===== config.mk =====
export PLATFORM = sky130hd
export DESIGN_NAME = sbr_regs
export DESIGN_NICKNAME = d
export VERILOG_FILES = /design/src/logic/sbr_pkg.sv /design/src/logic/sbr_skid_buffer.sv /design/src/logic/sbr_regs.sv
export SDC_FILE = /design/constraint.sdc
export NUM_CORES = 1
export LEC_CHECK = 0
export ABC_AREA = 1
export BUFFER_PORTS_ARGS = -buffer_cell sky130_fd_sc_hd__buf_2
export CORE_MARGIN = 5
export CORE_UTILIZATION = 50
export DETAILED_ROUTE_END_ITERATION = 8
export MAX_ROUTING_LAYER = met4
export PLACE_DENSITY_LB_ADDON = 0.3
export SYNTH_ARGS = -nofsm -noshare
export SYNTH_HDL_FRONTEND = slang
export SYNTH_SLANG_ARGS = --single-unit

===== constraint.sdc =====
create_clock -name clock -period 1.67 [get_ports clock]
set_clock_uncertainty 0.1 [all_clocks]
set_input_delay 0.334 -clock clock [delete_from_list [all_inputs] [get_ports clock]]
set_output_delay 0.334 -clock clock [all_outputs]
set_load 0.02 [all_outputs]

===== src/logic/sbr_pkg.sv =====
// package: register map, field layout and reset values of the serial port register block
package sbr_pkg;
    localparam logic [7:0] ADDR_RELOAD = 8'h91;
    localparam logic [7:0] ADDR_CONTROL = 8'h92;
    localparam logic [7:0] ADDR_BUFFER = 8'h99;
    localparam logic [7:0] ADDR_SLAVE = 8'hA9;
    localparam logic [7:0] ADDR_MASK = 8'hB9;
    localparam int BIT_RUN = 4;
    localparam int BIT_TX_SEL = 3;
    localparam int BIT_RX_SEL = 2;
    localparam int BIT_SPEED = 1;
    localparam int BIT_SYNC_SRC = 0;
    localparam logic [7:0] CONTROL_DEFINED = 8'h1F;
    localparam logic [7:0] RESET_ZERO = 8'h00;
    localparam logic [7:0] ALL_ONES = 8'hFF;
    // low speed divides the generator tick by this extra factor
    localparam logic [7:0] SLOW_DIVIDE = 8'h02;
endpackage


===== src/logic/sbr_skid_buffer.sv =====
// two-entry buffer with valid/ready on both sides
`timescale 1ns/1ps
module sbr_skid_buffer #(
    parameter int WIDTH = 8
) (
    // clock and reset
    input wire logic clock,
    input wire logic srst,
    // fill side
    input wire logic in_valid,
    output logic in_ready,
    input wire logic [WIDTH-1:0] in_data,
    // drain side
    output logic out_valid,
    input wire logic out_ready,
    output logic [WIDTH-1:0] out_data
);
    logic [WIDTH-1:0] mem_q [2];
    logic rd_q;
    logic wr_q;
    logic [1:0] count_q;
    logic push;
    logic pop;

    assign in_ready = (count_q != 2'h2);
    assign out_valid = (count_q != 2'h0);
    assign out_data = mem_q[rd_q];
    assign push = in_valid && in_ready;
    assign pop = out_valid && out_ready;

    always_ff @(posedge clock) begin
        if (push) begin
            mem_q[wr_q] <= in_data;
        end
    end

    always_ff @(posedge clock) begin
        if (srst) begin
            rd_q <= 1'b0;
            wr_q <= 1'b0;
            count_q <= 2'h0;
        end else begin
            if (push) begin
                wr_q <= ~wr_q;
            end
            if (pop) begin
                rd_q <= ~rd_q;
            end
            count_q <= count_q + {1'b0, push} - {1'b0, pop};
        end
    end

    full_never_push_a: assert property (@(posedge clock) disable iff (srst)
        count_q == 2'h2 |-> !in_ready) else $error("buffer accepts when full");
endmodule


===== src/logic/sbr_regs.sv =====
// serial port registers: data buffer, address recognition, baud generator
`timescale 1ns/1ps
// Operation
// - reading buffer returns last received byte (code does not store address bytes that miss in multiprocessor mode)
// - writing buffer queues byte for transmitter
// - buffer content undefined after reset
// - slave address register, reset zero
// - address mask register, reset zero
// - run bit starts and stops generator
// - speed bit selects high or low rate
// - reserved control bits indeterminate, never set
// - reload register holds generator reload value
// - mask zero bits are don't-care
// - broadcast is address OR mask
// - multiprocessor mode flags only matching addresses
module sbr_regs #(
    parameter int WIDTH = 8
) (
    // clock and reset
    input wire logic clock,
    input wire logic srst,
    // special function register access
    input wire logic [7:0] sfr_addr,
    input wire logic sfr_wr,
    input wire logic sfr_rd,
    input wire logic [7:0] sfr_wdata,
    output logic [7:0] sfr_rdata,
    // transmitter data path
    output logic tx_valid,
    input wire logic tx_ready,
    output logic [7:0] tx_data,
    output logic tx_write_stall,
    // receiver side
    input wire logic rx_byte_valid,
    input wire logic [7:0] rx_byte,
    input wire logic rx_is_address,
    input wire logic multiprocessor_enable,
    output logic receive_flag_set,
    // baud clocks
    input wire logic timer_tx_tick,
    input wire logic timer_rx_tick,
    output logic tx_baud_tick,
    output logic rx_baud_tick,
    output logic sync_mode_tick
);
    logic [7:0] baud_reload_value_q;
    logic [7:0] baud_generator_control_q;
    logic [7:0] serial_data_buffer_q;
    logic [7:0] individual_slave_address_q;
    logic [7:0] slave_address_mask_q;
    logic [7:0] gen_count_q;
    logic [7:0] slow_count_q;
    logic gen_tick;
    logic baud_tick;
    logic flag_q;
    logic buf_in_ready;
    logic buf_write;
    logic addr_hit;
    logic baud_run;
    logic baud_speed_select;
    logic tx_clock_source_select;
    logic rx_clock_source_select;
    logic sync_mode_clock_source;

    // masked compare: pattern bits count only where the mask is one
    function automatic logic masked_match(input logic [7:0] value, input logic [7:0] pattern,
                                          input logic [7:0] mask);
        masked_match = ((value ^ pattern) & mask) == sbr_pkg::RESET_ZERO;
    endfunction

    assign baud_run = baud_generator_control_q[sbr_pkg::BIT_RUN];
    assign baud_speed_select = baud_generator_control_q[sbr_pkg::BIT_SPEED];
    assign tx_clock_source_select = baud_generator_control_q[sbr_pkg::BIT_TX_SEL];
    assign rx_clock_source_select = baud_generator_control_q[sbr_pkg::BIT_RX_SEL];
    assign sync_mode_clock_source = baud_generator_control_q[sbr_pkg::BIT_SYNC_SRC];

    assign buf_write = sfr_wr && (sfr_addr == sbr_pkg::ADDR_BUFFER);
    assign tx_write_stall = !buf_in_ready;

    sbr_skid_buffer #(.WIDTH(WIDTH)) u_tx_buf (
        .clock(clock),
        .srst(srst),
        .in_valid(buf_write),
        .in_ready(buf_in_ready),
        .in_data(sfr_wdata),
        .out_valid(tx_valid),
        .out_ready(tx_ready),
        .out_data(tx_data)
    );

    always_ff @(posedge clock) begin
        if (srst) begin
            baud_reload_value_q <= sbr_pkg::RESET_ZERO;
            individual_slave_address_q <= sbr_pkg::RESET_ZERO;
            slave_address_mask_q <= sbr_pkg::RESET_ZERO;
        end else if (sfr_wr) begin
            if (sfr_addr == sbr_pkg::ADDR_RELOAD) begin
                baud_reload_value_q <= sfr_wdata;
            end
            if (sfr_addr == sbr_pkg::ADDR_SLAVE) begin
                individual_slave_address_q <= sfr_wdata;
            end
            if (sfr_addr == sbr_pkg::ADDR_MASK) begin
                slave_address_mask_q <= sfr_wdata;
            end
        end
    end

    always_ff @(posedge clock) begin
        if (srst) begin
            baud_generator_control_q <= sbr_pkg::RESET_ZERO;
        end else if (sfr_wr && sfr_addr == sbr_pkg::ADDR_CONTROL) begin
            baud_generator_control_q <= sfr_wdata & sbr_pkg::CONTROL_DEFINED;
        end
    end

    assign addr_hit = masked_match(rx_byte, individual_slave_address_q, slave_address_mask_q)
        || masked_match(rx_byte, individual_slave_address_q | slave_address_mask_q,
                        individual_slave_address_q | slave_address_mask_q);

    // last received byte except non-matching addresses in multiprocessor mode, no reset on purpose
    always_ff @(posedge clock) begin
        if (rx_byte_valid && (!multiprocessor_enable || !rx_is_address || addr_hit)) begin
            serial_data_buffer_q <= rx_byte;
        end
    end

    always_ff @(posedge clock) begin
        if (srst) begin
            flag_q <= 1'b0;
        end else begin
            flag_q <= rx_byte_valid
                && (!multiprocessor_enable || (rx_is_address && addr_hit));
        end
    end
    assign receive_flag_set = flag_q;

    always_ff @(posedge clock) begin
        if (srst || !baud_run) begin
            gen_count_q <= sbr_pkg::RESET_ZERO;
        end else if (gen_count_q == sbr_pkg::ALL_ONES) begin
            gen_count_q <= baud_reload_value_q;
        end else begin
            gen_count_q <= gen_count_q + 8'h01;
        end
    end
    assign gen_tick = baud_run && (gen_count_q == sbr_pkg::ALL_ONES);

    // low speed divides the overflow further
    always_ff @(posedge clock) begin
        if (srst || !baud_run) begin
            slow_count_q <= sbr_pkg::RESET_ZERO;
        end else if (gen_tick) begin
            if (slow_count_q == sbr_pkg::SLOW_DIVIDE - 8'h01) begin
                slow_count_q <= sbr_pkg::RESET_ZERO;
            end else begin
                slow_count_q <= slow_count_q + 8'h01;
            end
        end
    end
    assign baud_tick = gen_tick
        && (baud_speed_select || slow_count_q == sbr_pkg::SLOW_DIVIDE - 8'h01);

    assign tx_baud_tick = tx_clock_source_select ? baud_tick : timer_tx_tick;
    assign rx_baud_tick = rx_clock_source_select ? baud_tick : timer_rx_tick;
    assign sync_mode_tick = sync_mode_clock_source && baud_tick;

    always_comb begin
        sfr_rdata = sbr_pkg::RESET_ZERO;
        if (sfr_rd) begin
            unique case (sfr_addr)
                sbr_pkg::ADDR_RELOAD: sfr_rdata = baud_reload_value_q;
                sbr_pkg::ADDR_CONTROL: sfr_rdata = baud_generator_control_q;
                sbr_pkg::ADDR_BUFFER: sfr_rdata = serial_data_buffer_q;
                sbr_pkg::ADDR_SLAVE: sfr_rdata = individual_slave_address_q;
                sbr_pkg::ADDR_MASK: sfr_rdata = slave_address_mask_q;
                default: sfr_rdata = sbr_pkg::RESET_ZERO;
            endcase
        end
    end

    reserved_bits_zero_a: assert property (@(posedge clock) disable iff (srst)
        (baud_generator_control_q & ~sbr_pkg::CONTROL_DEFINED) == sbr_pkg::RESET_ZERO)
        else $error("reserved control bits set");
    stopped_no_tick_a: assert property (@(posedge clock) disable iff (srst)
        !baud_run |-> !gen_tick) else $error("tick while stopped");
    slow_half_rate_a: assert property (@(posedge clock) disable iff (srst)
        baud_tick && !baud_speed_select |-> slow_count_q == sbr_pkg::SLOW_DIVIDE - 8'h01)
        else $error("low speed tick early");
    tx_source_sel_a: assert property (@(posedge clock) disable iff (srst)
        !tx_clock_source_select |-> tx_baud_tick == timer_tx_tick)
        else $error("tx source wrong");
    sync_src_off_a: assert property (@(posedge clock) disable iff (srst)
        !sync_mode_clock_source |-> !sync_mode_tick) else $error("mode zero tick");
    flag_match_a: assert property (@(posedge clock) disable iff (srst)
        rx_byte_valid && multiprocessor_enable && !addr_hit |=> !receive_flag_set)
        else $error("flag on foreign address");
    buffer_read_a: assert property (@(posedge clock) disable iff (srst)
        rx_byte_valid && !multiprocessor_enable ##1 !rx_byte_valid ##1 sfr_rd
        && sfr_addr == sbr_pkg::ADDR_BUFFER && !rx_byte_valid
        |-> sfr_rdata == $past(rx_byte, 2)) else $error("buffer read stale");
    slave_reset_a: assert property (@(posedge clock)
        $past(srst) |-> individual_slave_address_q == sbr_pkg::RESET_ZERO
        && slave_address_mask_q == sbr_pkg::RESET_ZERO) else $error("address reset");
    reload_write_a: assert property (@(posedge clock) disable iff (srst)
        sfr_wr && sfr_addr == sbr_pkg::ADDR_RELOAD |=> baud_reload_value_q == $past(sfr_wdata))
        else $error("reload not written");
    tx_queue_a: assert property (@(posedge clock) disable iff (srst)
        buf_write && buf_in_ready |=> tx_valid) else $error("write not queued");

    rx_source_sel_a: assert property (@(posedge clock) disable iff (srst)
        !rx_clock_source_select |-> rx_baud_tick == timer_rx_tick)
        else $error("rx source wrong");
    rx_source_gen_a: assert property (@(posedge clock) disable iff (srst)
        rx_clock_source_select |-> rx_baud_tick == baud_tick)
        else $error("rx generator source wrong");
    tx_source_gen_a: assert property (@(posedge clock) disable iff (srst)
        tx_clock_source_select |-> tx_baud_tick == baud_tick)
        else $error("tx generator source wrong");
    sync_src_on_a: assert property (@(posedge clock) disable iff (srst)
        sync_mode_clock_source && baud_tick |-> sync_mode_tick)
        else $error("mode zero tick missing");

    fast_every_tick_a: assert property (@(posedge clock) disable iff (srst)
        gen_tick && baud_speed_select |-> baud_tick)
        else $error("high speed tick missing");
    gen_reload_a: assert property (@(posedge clock) disable iff (srst)
        baud_run && gen_count_q == sbr_pkg::ALL_ONES
        && !(sfr_wr && sfr_addr == sbr_pkg::ADDR_CONTROL)
        |=> gen_count_q == $past(baud_reload_value_q)) else $error("generator not reloaded");
    gen_step_a: assert property (@(posedge clock) disable iff (srst)
        baud_run && gen_count_q != sbr_pkg::ALL_ONES
        && !(sfr_wr && sfr_addr == sbr_pkg::ADDR_CONTROL)
        |=> gen_count_q == $past(gen_count_q) + 8'h01) else $error("generator not counting");
    stopped_clear_a: assert property (@(posedge clock) disable iff (srst)
        !baud_run |=> gen_count_q == sbr_pkg::RESET_ZERO)
        else $error("generator not cleared");

    control_write_a: assert property (@(posedge clock) disable iff (srst)
        sfr_wr && sfr_addr == sbr_pkg::ADDR_CONTROL
        |=> baud_generator_control_q == ($past(sfr_wdata) & sbr_pkg::CONTROL_DEFINED))
        else $error("control not written");
    slave_write_a: assert property (@(posedge clock) disable iff (srst)
        sfr_wr && sfr_addr == sbr_pkg::ADDR_SLAVE
        |=> individual_slave_address_q == $past(sfr_wdata)) else $error("address not written");
    mask_write_a: assert property (@(posedge clock) disable iff (srst)
        sfr_wr && sfr_addr == sbr_pkg::ADDR_MASK
        |=> slave_address_mask_q == $past(sfr_wdata)) else $error("mask not written");
    rdata_idle_a: assert property (@(posedge clock) disable iff (srst)
        !sfr_rd |-> sfr_rdata == sbr_pkg::RESET_ZERO) else $error("read data without read");

    flag_pulse_a: assert property (@(posedge clock) disable iff (srst)
        !rx_byte_valid |=> !receive_flag_set) else $error("flag without frame");
    flag_plain_a: assert property (@(posedge clock) disable iff (srst)
        rx_byte_valid && !multiprocessor_enable |=> receive_flag_set)
        else $error("flag missing");
    buffer_store_a: assert property (@(posedge clock) disable iff (srst)
        rx_byte_valid && !multiprocessor_enable |=> serial_data_buffer_q == $past(rx_byte))
        else $error("byte not stored");
    foreign_kept_a: assert property (@(posedge clock) disable iff (srst)
        rx_byte_valid && multiprocessor_enable && rx_is_address && !addr_hit
        |=> serial_data_buffer_q == $past(serial_data_buffer_q))
        else $error("foreign address stored");

    cov_tick_c: cover property (@(posedge clock) disable iff (srst) baud_tick);
    cov_match_c: cover property (@(posedge clock) disable iff (srst) receive_flag_set);
    cov_stall_c: cover property (@(posedge clock) disable iff (srst) tx_write_stall);
    cov_slow_c: cover property (@(posedge clock) disable iff (srst)
        baud_tick && !baud_speed_select);
    cov_drain_c: cover property (@(posedge clock) disable iff (srst) tx_valid && tx_ready);
endmodule


==> results of run 1 <==
==> per-layer routing <==
metal	wire length, um	global-route usage [%]	part of all wire, %
met5	0	-	0
met4	566	12.7	5.0
met3	630	5.60	5.5
met2	5930	43.4	52
met1	4260	27.8	37
==> per-stage QoR <==
step / instances / setup WS (ps)
4_1_cts: 663 / -446
3_5_place_dp: 640 / -376
2_1_floorplan: 452 / -100
5_1_grt: 663 / -465
6_report: 663 / -399
3_3_place_gp: 640 / -291
==> cells in the final DEF (no fill, tap or decap), types with 8 or more instances in the layout <==
master,count
inv_2,9
nand2_4,8
nor2_1,21
nor2_4,11
o21ai_0,31
buf_2,32
nor2_2,11
nand3_2,14
nand3_1,28
mux2_4,8
nand2_1,71
clkbuf_8,9
dfxtp_1,43
buf_4,39
a21oi_1,43
edfxtp_1,24
buf_6,31
inv_1,46
==> cells by family after synthesis <==
group	count (synthesis)	synth area share, %
and+or+nand+nor	187	24.3
AOI/OAI and AO/OA	101	14.8
DFF	75	47.5
buffers and inverters	70	7.82
muxes	8	2.46
xor gates and xnor gates	6	1.43
adders and majority gates	5	1.71
==> how the worst min path moves through the flow <==
stage / to / slack (ps) / cells after the start
6_report: receive_flag_set$_SDFF_PP0_ / 70 / 2
3_5_place_dp: u_tx_buf.rd_q$_SDFFE_PP0P_ / 350 / 1
2_1_floorplan: u_tx_buf.count_q[1]$_SDFF_PP0_ / 320 / 1
3_3_place_gp: u_tx_buf.count_q[1]$_SDFF_PP0_ / 330 / 1
4_1_cts: receive_flag_set$_SDFF_PP0_ / 60 / 2
5_1_grt: receive_flag_set$_SDFF_PP0_ / 60 / 2
==> state kept, by name, indices dropped and copies added (netlist names), named ones only <==
| name | cells |
|---|---|
| serial_data_buffer_q | 8 |
| receive_flag_set | 1 |
| slave_address_mask_q | 8 |
| slow_count_q | 8 |
| u_tx_buf.wr_q | 1 |
| u_tx_buf.count_q | 2 |
| u_tx_buf.rd_q | 1 |
| baud_generator_control_q | 5 |
| gen_count_q | 8 |
| u_tx_buf.mem_q | 16 |
| individual_slave_address_q | 8 |
| baud_reload_value_q | 8 |
==> critical path: stages, from the launching register on <==
cell and delay (ps):
dfxtp_2 340, inv_2 40, ha_4 140, nor3b_4 140
and3_4 180, o21ai_4 240, nor2_2 70, buf_6 140
==> area by class of cell <==
type	count	area, um^2
Fill cell	459	1780
Multi-Input combinational cell	307	2120
Inverter	58	245
Clock inverter	6	115
Clock buffer	10	128
Timing Repair Buffer	108	912
Tap cell	99	124
Sequential cell	75	1750
==> where the power goes <==
| group | switching, mW | internal (mW) |
|---|---|---|
| Combinational | 0.238 | 0.186 |
| Clock | 0.723 | 0.999 |
| Sequential | 0.0293 | 1.91 |
| Total | 0.991 | 3.09 |
==> repair_timing <==
action	4_1_cts	5_1_grt
pin swaps	22	30
setup buffers	5	3
gates resized for setup	102	60
gates cloned	2	0
endpoints found under the setup margin	21	49
==> qor.yml, run 1 <==
route:
  drcViolationCount: 0
  routedWlPerCell_um: 17.2
  vias_per_cell: 5.57
  ant_nets: 0
  vias: 3691
  finalWirelength_um: 11400
  drtPass1Iterations: 5
  drtIter0Drc: 380
setup_path:
  startpoint_type: "register"
  cp_data_arrival_time_ps: 1630
  reg2reg_to: "serial_data_buffer_q[2]$_DFFE_PP_"
  critPathRequiredTime_ps: 1240
  critPathLaunch: "slow_count_q[1]$_SDFFE_PP0P_"
  crit_path_end: "sync_mode_tick"
  r2r-start: "individual_slave_address_q[5]$_SDFFE_PP0P_"
  path_class: "register to output port"
  crit_fanout: 3
  r2r_cells: 10
  end_kind: "output port"
  r2r_slack_ps: -50
timing:
  finalCritPeriodShare_pct: 124
  maxSlewViolCount: 0
  setup_viol: 35
  worst_pin_slew_ps: 556
  hold_slack_ps: 67.7
  period_needed_ps: 2070
  layout_setup_ws_ps: -399
  clock.fmax_ghz: 0.483
  rsz0062_at_grt: "true"
  relSlewSlack_pct: 62.9
  fin_tns_setup_ps: -4430
  hold_violations: 0
flow_run:
  maxCapViolations: 0
layout:
  final_core_util_pct: 75.2
  fin_nets: 598
  drive_above_1_share_pct: 42.2
  area_growth_syn_to_layout_pct: 47.3
  design_area_um2: 5400
  num_antenna_cells: 0
die:
  dieWidth_um: 95.6
  die_h_um: 95.6
  rows: 31
  start_util_pct: 51.1
  io_pins: 56
  core_area_um2: 7180
  die_area_um2: 9140
grt:
  grt_pass1_wl_um: 17400
  grt_pass1_vias: 3750
  antenna_found_initial: 0
  grt_overflow: 0
  grt_max_degree: 21
  grt_util_all_layers_pct: 25.4
synth:
  synth.cell_area_um2: 3660
  ys.flop_type: "dfxtp_1"
  synth_largest_area_cell: "dfxtp_1"
  syn-instance-count: 452
  synth.area.top_cells: "dfxtp_1 28%, edfxtp_1 20%, nand2_1 8.4%"
  ys_ff_latch: 75
  synthesis.nets: 491
  ys_seq_area_share_pct: 47.5
  async_flop_share_pct: 0
  ys_types: 39
  synth_top_area_share_pct: 27.9
  yosysMostFrequentCell: "nand2_1"
  synthTopCellsByCount: "82 x nand2_1, 56 x inv_1, 51 x dfxtp_1"
  yosys_warnings: 0
  synth-edff-count: 24
  avgSynthCellArea_um2: 8.11
status:
  violations: "setup timing"
  status: "finished, violations left"
placed_design:
  dpl-instance-area_um2: 4530
  io_buffers: 55
  dp_hpwl_um: 7130
  place.gp.congestion: 0.911
clock_tree:
  ctsHoldBuffers: 0
  numCtsBuffers: 9
  clk_latency_ps: 350
  clockBufferDepth: 2
  cts.sinks: 75
  root_buffer: "clkbuf_8"
  cts_tree: "yes"
  h-tree-depth: 3
  clkTransAtPathRegs_ps: 90
worst_hold_path:
  hold_path.class: "input pin to register"
  worstHoldStart: "multiprocessor_enable"
power:
  power_mw: 4.08
  ir_worst_vdd_mv: 0.679
  p_leak_nw: 2.25
  power.density_nw_per_um2: 757
(Power assumes the default switching activity.)
==> run 2, diff against run 1 <==
- CORE_MARGIN: 5 -> 2
- TNS_END_PERCENT: unset -> 20
==> qor.yml, run 2 (synthesis gave the netlist of run 1 again) <==
grt:
  grt_util_all_layers_pct: 25.1  # was 25.4%
  grt_max_degree: 14  # was 21
  met2_usage_pct: 41.0  # was 43.4%
  busiest_layer: "met2"  # unchanged
  grt_pass1_vias: 3236  # was 3750
  grt_overflow: 0  # unchanged
  grt_use_met1_pct: 30.2  # was 27.8%
  use_met3_pct: 5.39  # was 5.60%
  antenna_found_initial: 0  # unchanged
  grt_pass1_wl_um: 14800  # was 17400 um
route:
  drtIter0Drc: 301  # was 380
  drtPass1Iterations: 5  # unchanged
  ant_nets: 0  # unchanged
  drcViolationCount: 0  # unchanged
  finalWirelength_um: 9590  # was 11400 um
  routedWlPerCell_um: 14.6  # was 17.2 um
  vias_per_cell: 5.29  # was 5.57
  vias: 3480  # was 3691
power:
  power_mw: 3.50  # was 4.08 mW
  power.density_nw_per_um2: 701  # was 757 nW/um^2
  ir_worst_vdd_mv: 0.548  # was 0.679 mV
  p_leak_nw: 2.03  # was 2.25 nW
die:
  rows: 31  # unchanged
  core_area_um2: 7180  # unchanged
  die_h_um: 89.6  # was 95.6 um
  die_area_um2: 8030  # was 9140 um^2
  dieWidth_um: 89.6  # was 95.6 um
  io_pins: 56  # unchanged
  start_util_pct: 51.1  # unchanged
layout:
  fin_nets: 593  # was 598
  area_growth_syn_to_layout_pct: 36.2  # was 47.3%
  regMostFlops: "u_tx_buf.mem_q"  # unchanged
  drive_above_1_share_pct: 36.1  # was 42.2%
  num_antenna_cells: 0  # unchanged
  largest_reg_flops: 16  # unchanged
  layout_commonest_cell: "nand2_1"  # unchanged
  design_area_um2: 4990  # was 5400 um^2
  n_fill_cell: 527  # was 459
  final_cell_mix: "75 x nand2_1, 52 x inv_1, 45 x dfxtp_1, 44 x a21oi_1, 41 x buf_2"  # was 71 x nand2_1, 46 x inv_1, 43 x a21oi_1, 43 x dfxtp_1, 39 x buf_4
timing:
  rsz0062_at_grt: "true"  # unchanged
  setup_viol: 20  # was 35
  clock.fmax_ghz: 0.489  # was 0.483 GHz
  period_needed_ps: 2040  # was 2070 ps
  maxSlewViolCount: 0  # unchanged
  fin_tns_setup_ps: -3440  # was -4430 ps
  worst_pin_slew_ps: 291  # was 556 ps
  relSlewSlack_pct: 80.4  # was 62.9%
  hold_slack_ps: 64.8  # was 67.7 ps
  layout_setup_ws_ps: -375  # was -399 ps
  finalCritPeriodShare_pct: 122  # was 124%
  hold_violations: 0  # unchanged
clock_tree:
  numCtsBuffers: 9  # unchanged
  clockBufferDepth: 2  # unchanged
  root_buffer: "clkbuf_8"  # unchanged
  clk_latency_ps: 350  # about the same
  ctsHoldBuffers: 0  # unchanged
  clkTransAtPathRegs_ps: 80  # was 90 ps
  h-tree-depth: 3  # unchanged
  cts_tree: "yes"  # unchanged
  cts.sinks: 75  # unchanged
setup_path:
  critPathRequiredTime_ps: 1240  # about the same
  reg2reg_to: "u_tx_buf.count_q[1]$_SDFF_PP0_"  # was serial_data_buffer_q[2]$_DFFE_PP_
  cp_data_arrival_time_ps: 1610  # was 1630 ps
  crit_fanout: 3  # unchanged
  r2r_cells: 10  # unchanged
  slowest_delay_ps: 340  # about the same
  path_class: "register to output port"  # unchanged
  end_kind: "output port"  # unchanged
  critical-path-slowest-cell: "dfxtp_2"  # unchanged
  startpoint_type: "register"  # unchanged
  r2r_slack_ps: -20  # was -50 ps
  cp_cell_sequence: "inv_2, ha_4, nor3b_2, and3_4, o21ai_4, nor2_2, buf_6"  # was inv_2, ha_4, nor3b_4, and3_4, o21ai_4, nor2_2, buf_6
  r2r-start: "u_tx_buf.count_q[0]$_SDFF_PP0_"  # was individual_slave_address_q[5]$_SDFFE_PP0P_
placed_design:
  dpl-instance-area_um2: 4480  # was 4530 um^2
  io_buffers: 55  # unchanged
  dp_hpwl_um: 6790  # was 7130 um
  place.gp.congestion: 0.873  # was 0.911
status:
  violations: "setup timing"  # unchanged
  status: "finished, violations left"  # unchanged
worst_hold_path:
  worstHoldStart: "multiprocessor_enable"  # unchanged
  min_to: "receive_flag_set$_SDFF_PP0_"  # unchanged
  hold_path.class: "input pin to register"  # unchanged
  worstHoldPathCells: 2  # unchanged
flow_run:
  maxCapViolations: 0  # unchanged
run 2: changes by cell type in the layout (fill, tap and decap cells not counted), sizes merged:
cell      previous run  this run
clkinvlp             1         3
clkbuf              10         9
bufinv               3         0
inv                 57        58
buf                108       103
clkinv               3         4
run 2: stage by stage:
stage	setup slack [ps]	cells	utilization, %
floorplan	-100	452	-
global placement	-310	636	62.5
detailed placement	-423	636	62.5
CTS	-428	654	67.0
global route	-441	658	69.6
finish	-375	658	69.6
run 2: repair_timing:
action,CTS,global route
endpoints found under the hold margin,0,0
endpoints found under the setup margin,24,33
setup buffers,1,4
pin swaps,8,17
resized for setup,36,45
gates cloned,1,0
run 2: worst max path at each step:
stage	start	end	slack [ps]	depth (start not counted)
after floorplan	sfr_addr[6]	sfr_rdata[3]	-100	8
after global placement	sfr_addr[6]	sfr_rdata[0]	-310	10
after detailed placement	sfr_addr[6]	u_tx_buf.count_q[1]$_SDFF_PP0_	-420	11
after CTS	slow_count_q[1]$_SDFFE_PP0P_	rx_baud_tick	-430	7
after global routing	slow_count_q[1]$_SDFFE_PP0P_	sync_mode_tick	-440	7
final	slow_count_q[1]$_SDFFE_PP0P_	sync_mode_tick	-370	7
run 2: worst max-delay path: cells and delay by family, from the launching register on:
family	cells	cell delay, ps
adder cells (fa/ha/maj)	1	140
flip-flops	1	340
buffers and inverters	2	170
AND/OR/NAND/NOR	3	390
AO/OA/AOI/OAI	1	220
run 2: cell type report:
type	count	area (um^2)	share of cell area [%]
multi-input combinational	307	1900	38.0
sequential	75	1750	35.1
timing repair buffer	103	808	16.2
inverter	58	243	4.86
clock buffer	9	124	2.48
tap	99	124	2.48
clock inverter	7	45.0	0.902
run 2: per-layer routing:
layer | part of all wire [%] | vias up | wire length [um]
met3 | 6.0 | 25 | 580
met5 | 0 | - | 0
li1 | - | 1709 | -
met4 | 2.0 | 0 | 196
met2 | 52 | 141 | 5000
met1 | 40 | 1605 | 3820
run 2: power by group:
| part | switching, mW | internal, mW |
|---|---|---|
| registers | 0.0227 | 1.91 |
| clock network | 0.685 | 0.530 |
| logic | 0.211 | 0.146 |
==> run 3, diff against run 2 <==
- CAP_MARGIN: unset -> 20
- PLACE_DENSITY: unset -> 0.74
- PLACE_DENSITY_LB_ADDON: 0.3 -> unset
==> qor.yml, run 3 (synthesis gave the netlist of run 1 again) <==
setup_path:
  critPathRequiredTime_ps: 1240  # about the same
  r2r_slack_ps: -20  # about the same
  path_class: "register to output port"  # unchanged
  critPathLaunch: "slow_count_q[1]$_SDFFE_PP0P_"  # unchanged
  crit_fanout: 3  # unchanged
  cp_cell_sequence: "inv_2, ha_4, nor3b_2, and3_4, o21ai_4, o21ai_4, buf_6"  # was inv_2, ha_4, nor3b_2, and3_4, o21ai_4, nor2_2, buf_6
  critical-path-slowest-cell: "dfxtp_2"  # unchanged
  slowest_delay_ps: 340  # about the same
  cp_data_arrival_time_ps: 1630  # was 1610 ps
  r2r-start: "u_tx_buf.count_q[1]$_SDFF_PP0_"  # was u_tx_buf.count_q[0]$_SDFF_PP0_
  r2r_cells: 10  # unchanged
  cp_common_cell: "o21ai_4"
  startpoint_type: "register"  # unchanged
  end_kind: "output port"  # unchanged
  reg2reg_to: "u_tx_buf.count_q[1]$_SDFF_PP0_"  # unchanged
clock_tree:
  cts.sinks: 75  # unchanged
  clk_latency_ps: 360  # was 350 ps
  h-tree-depth: 3  # unchanged
  cts_tree: "yes"  # unchanged
  numCtsBuffers: 9  # unchanged
  clockBufferDepth: 2  # unchanged
  root_buffer: "clkbuf_8"  # unchanged
  ctsHoldBuffers: 0  # unchanged
  clkTransAtPathRegs_ps: 80  # about the same
layout:
  num_antenna_cells: 0  # unchanged
  n_fill_cell: 538  # was 527
  layout_commonest_cell: "nand2_1"  # unchanged
  multi_input_area_um2: 1850  # was 1900 um^2
  area_growth_syn_to_layout_pct: 36.7  # was 36.2%
  regMostFlops: "u_tx_buf.mem_q"  # unchanged
  final_core_util_pct: 69.8  # was 69.6%
  largest_reg_flops: 16  # unchanged
  final_cell_mix: "77 x nand2_1, 52 x inv_1, 46 x dfxtp_1, 44 x a21oi_1, 41 x buf_4"  # was 75 x nand2_1, 52 x inv_1, 45 x dfxtp_1, 44 x a21oi_1, 41 x buf_2
  regArea_um2: 1750  # about the same
  fin_nets: 592  # was 593
  drive_above_1_share_pct: 34.2  # was 36.1%
  fin_cells: 657  # was 658
route:
  ant_nets: 0  # unchanged
  vias_per_cell: 5.32  # was 5.29
  drcViolationCount: 0  # unchanged
  drtIter0Drc: 329  # was 301
  drtPass1Iterations: 5  # unchanged
  vias: 3492  # was 3480
  finalWirelength_um: 9840  # was 9590 um
  routedWlPerCell_um: 15.0  # was 14.6 um
grt:
  grt_pass1_wl_um: 15000  # was 14800 um
  antenna_found_initial: 0  # unchanged
  grt_max_degree: 26  # was 14
  grt_pass1_vias: 3420  # was 3236
  grt_util_all_layers_pct: 25.4  # was 25.1%
  grt_overflow: 0  # unchanged
timing:
  clock.fmax_ghz: 0.485  # was 0.489 GHz
  maxSlewViolCount: 0  # unchanged
  rsz0062_at_grt: "true"  # unchanged
  finalCritPeriodShare_pct: 123  # was 122%
  relSlewSlack_pct: 51.7  # was 80.4%
  hold_violations: 0  # unchanged
  period_needed_ps: 2060  # was 2040 ps
  setup_viol: 20  # unchanged
  worst_pin_slew_ps: 723  # was 291 ps
  layout_setup_ws_ps: -391  # was -375 ps
placed_design:
  place.gp.congestion: 0.939  # was 0.873
  io_buffers: 55  # unchanged
  dp.cells: 638  # was 636
  preCtsSetupSlack_ps: -346  # was -423 ps
  dp_hpwl_um: 7030  # was 6790 um
power:
  ir_worst_vdd_mv: 0.596  # was 0.548 mV
  p_leak_nw: 2.07  # was 2.03 nW
  power_mw: 3.83  # was 3.50 mW
  power.density_nw_per_um2: 765  # was 701 nW/um^2
die:
  die_area_um2: 8030  # unchanged
  io_pins: 56  # unchanged
  core_area_um2: 7180  # unchanged
  die_h_um: 89.6  # unchanged
  dieWidth_um: 89.6  # unchanged
  start_util_pct: 51.1  # unchanged
  rows: 31  # unchanged
status:
  violations: "setup timing"  # unchanged
  status: "finished, violations left"  # unchanged
worst_hold_path:
  worstHoldPathCells: 2  # unchanged
  min_to: "receive_flag_set$_SDFF_PP0_"  # unchanged
  worstHoldStart: "multiprocessor_enable"  # unchanged
  hold_path.class: "input pin to register"  # unchanged
flow_run:
  maxCapViolations: 0  # unchanged
run 3: where the power goes:
part           switching (mW)  internal (mW)
Combinational           0.203          0.148
Clock                   0.708          0.844
Sequential             0.0233           1.91
run 3: metal layers:
metal	vias to the layer above	track usage, %	share of wire (%)
li1	1704	-	-
met1	1608	27.3	39
met2	145	44.3	53
met3	35	3.93	5.2
met4	0	14.4	3.5
met5	-	-	0
run 3: worst max path at each step:
stage / depth (start not counted) / to / slack [ps]
after floorplan: 8 / sfr_rdata[3] / -100
after global placement: 10 / sfr_rdata[0] / -310
after detailed placement: 10 / sfr_rdata[0] / -350
after CTS: 7 / sync_mode_tick / -450
after global routing: 8 / rx_baud_tick / -440
final: 7 / tx_baud_tick / -390
run 3: cell type report:
class	instances	share of cell area (%)
multi-input cells	307	37.0
flip-flops and latches	75	34.9
repair buffers	102	16.5
inverters	58	4.70
clock buffers	10	2.55
well taps	99	2.47
clock inverters	6	1.80
run 3: worst max-delay path, delay by kind of cell (launching register included):
| kind | cells | cell delay [ps] |
|---|---|---|
| buffers and inverters | 2 | 170 |
| adder cells (fa/ha/maj) | 1 | 140 |
| AND/OR/NAND/NOR | 2 | 330 |
| AO/OA/AOI/OAI | 2 | 300 |
| flip-flops | 1 | 340 |
run 3: through the flow:
| stage | hold WS, ps | setup TNS [ps] | cell area (um^2) |
|---|---|---|---|
| floorplan | 323 | -1200 | 3790 |
| global placement | 336 | -8530 | 4510 |
| detailed placement | 356 | -11140 | 4510 |
| CTS | 59.2 | -3600 | 4810 |
| global route | 64.6 | -4720 | 5010 |
| finish | 64.5 | -3420 | 5010 |
run 3: repair_timing:
| item | CTS | global route |
|---|---|---|
| endpoints found under the hold margin | 0 | 0 |
| gates cloned | 0 | 1 |
| pin swaps | 9 | 10 |
| buffers inserted | 0 | 2 |
| gates resized for setup | 27 | 39 |
| setup endpoints to repair | 22 | 28 |
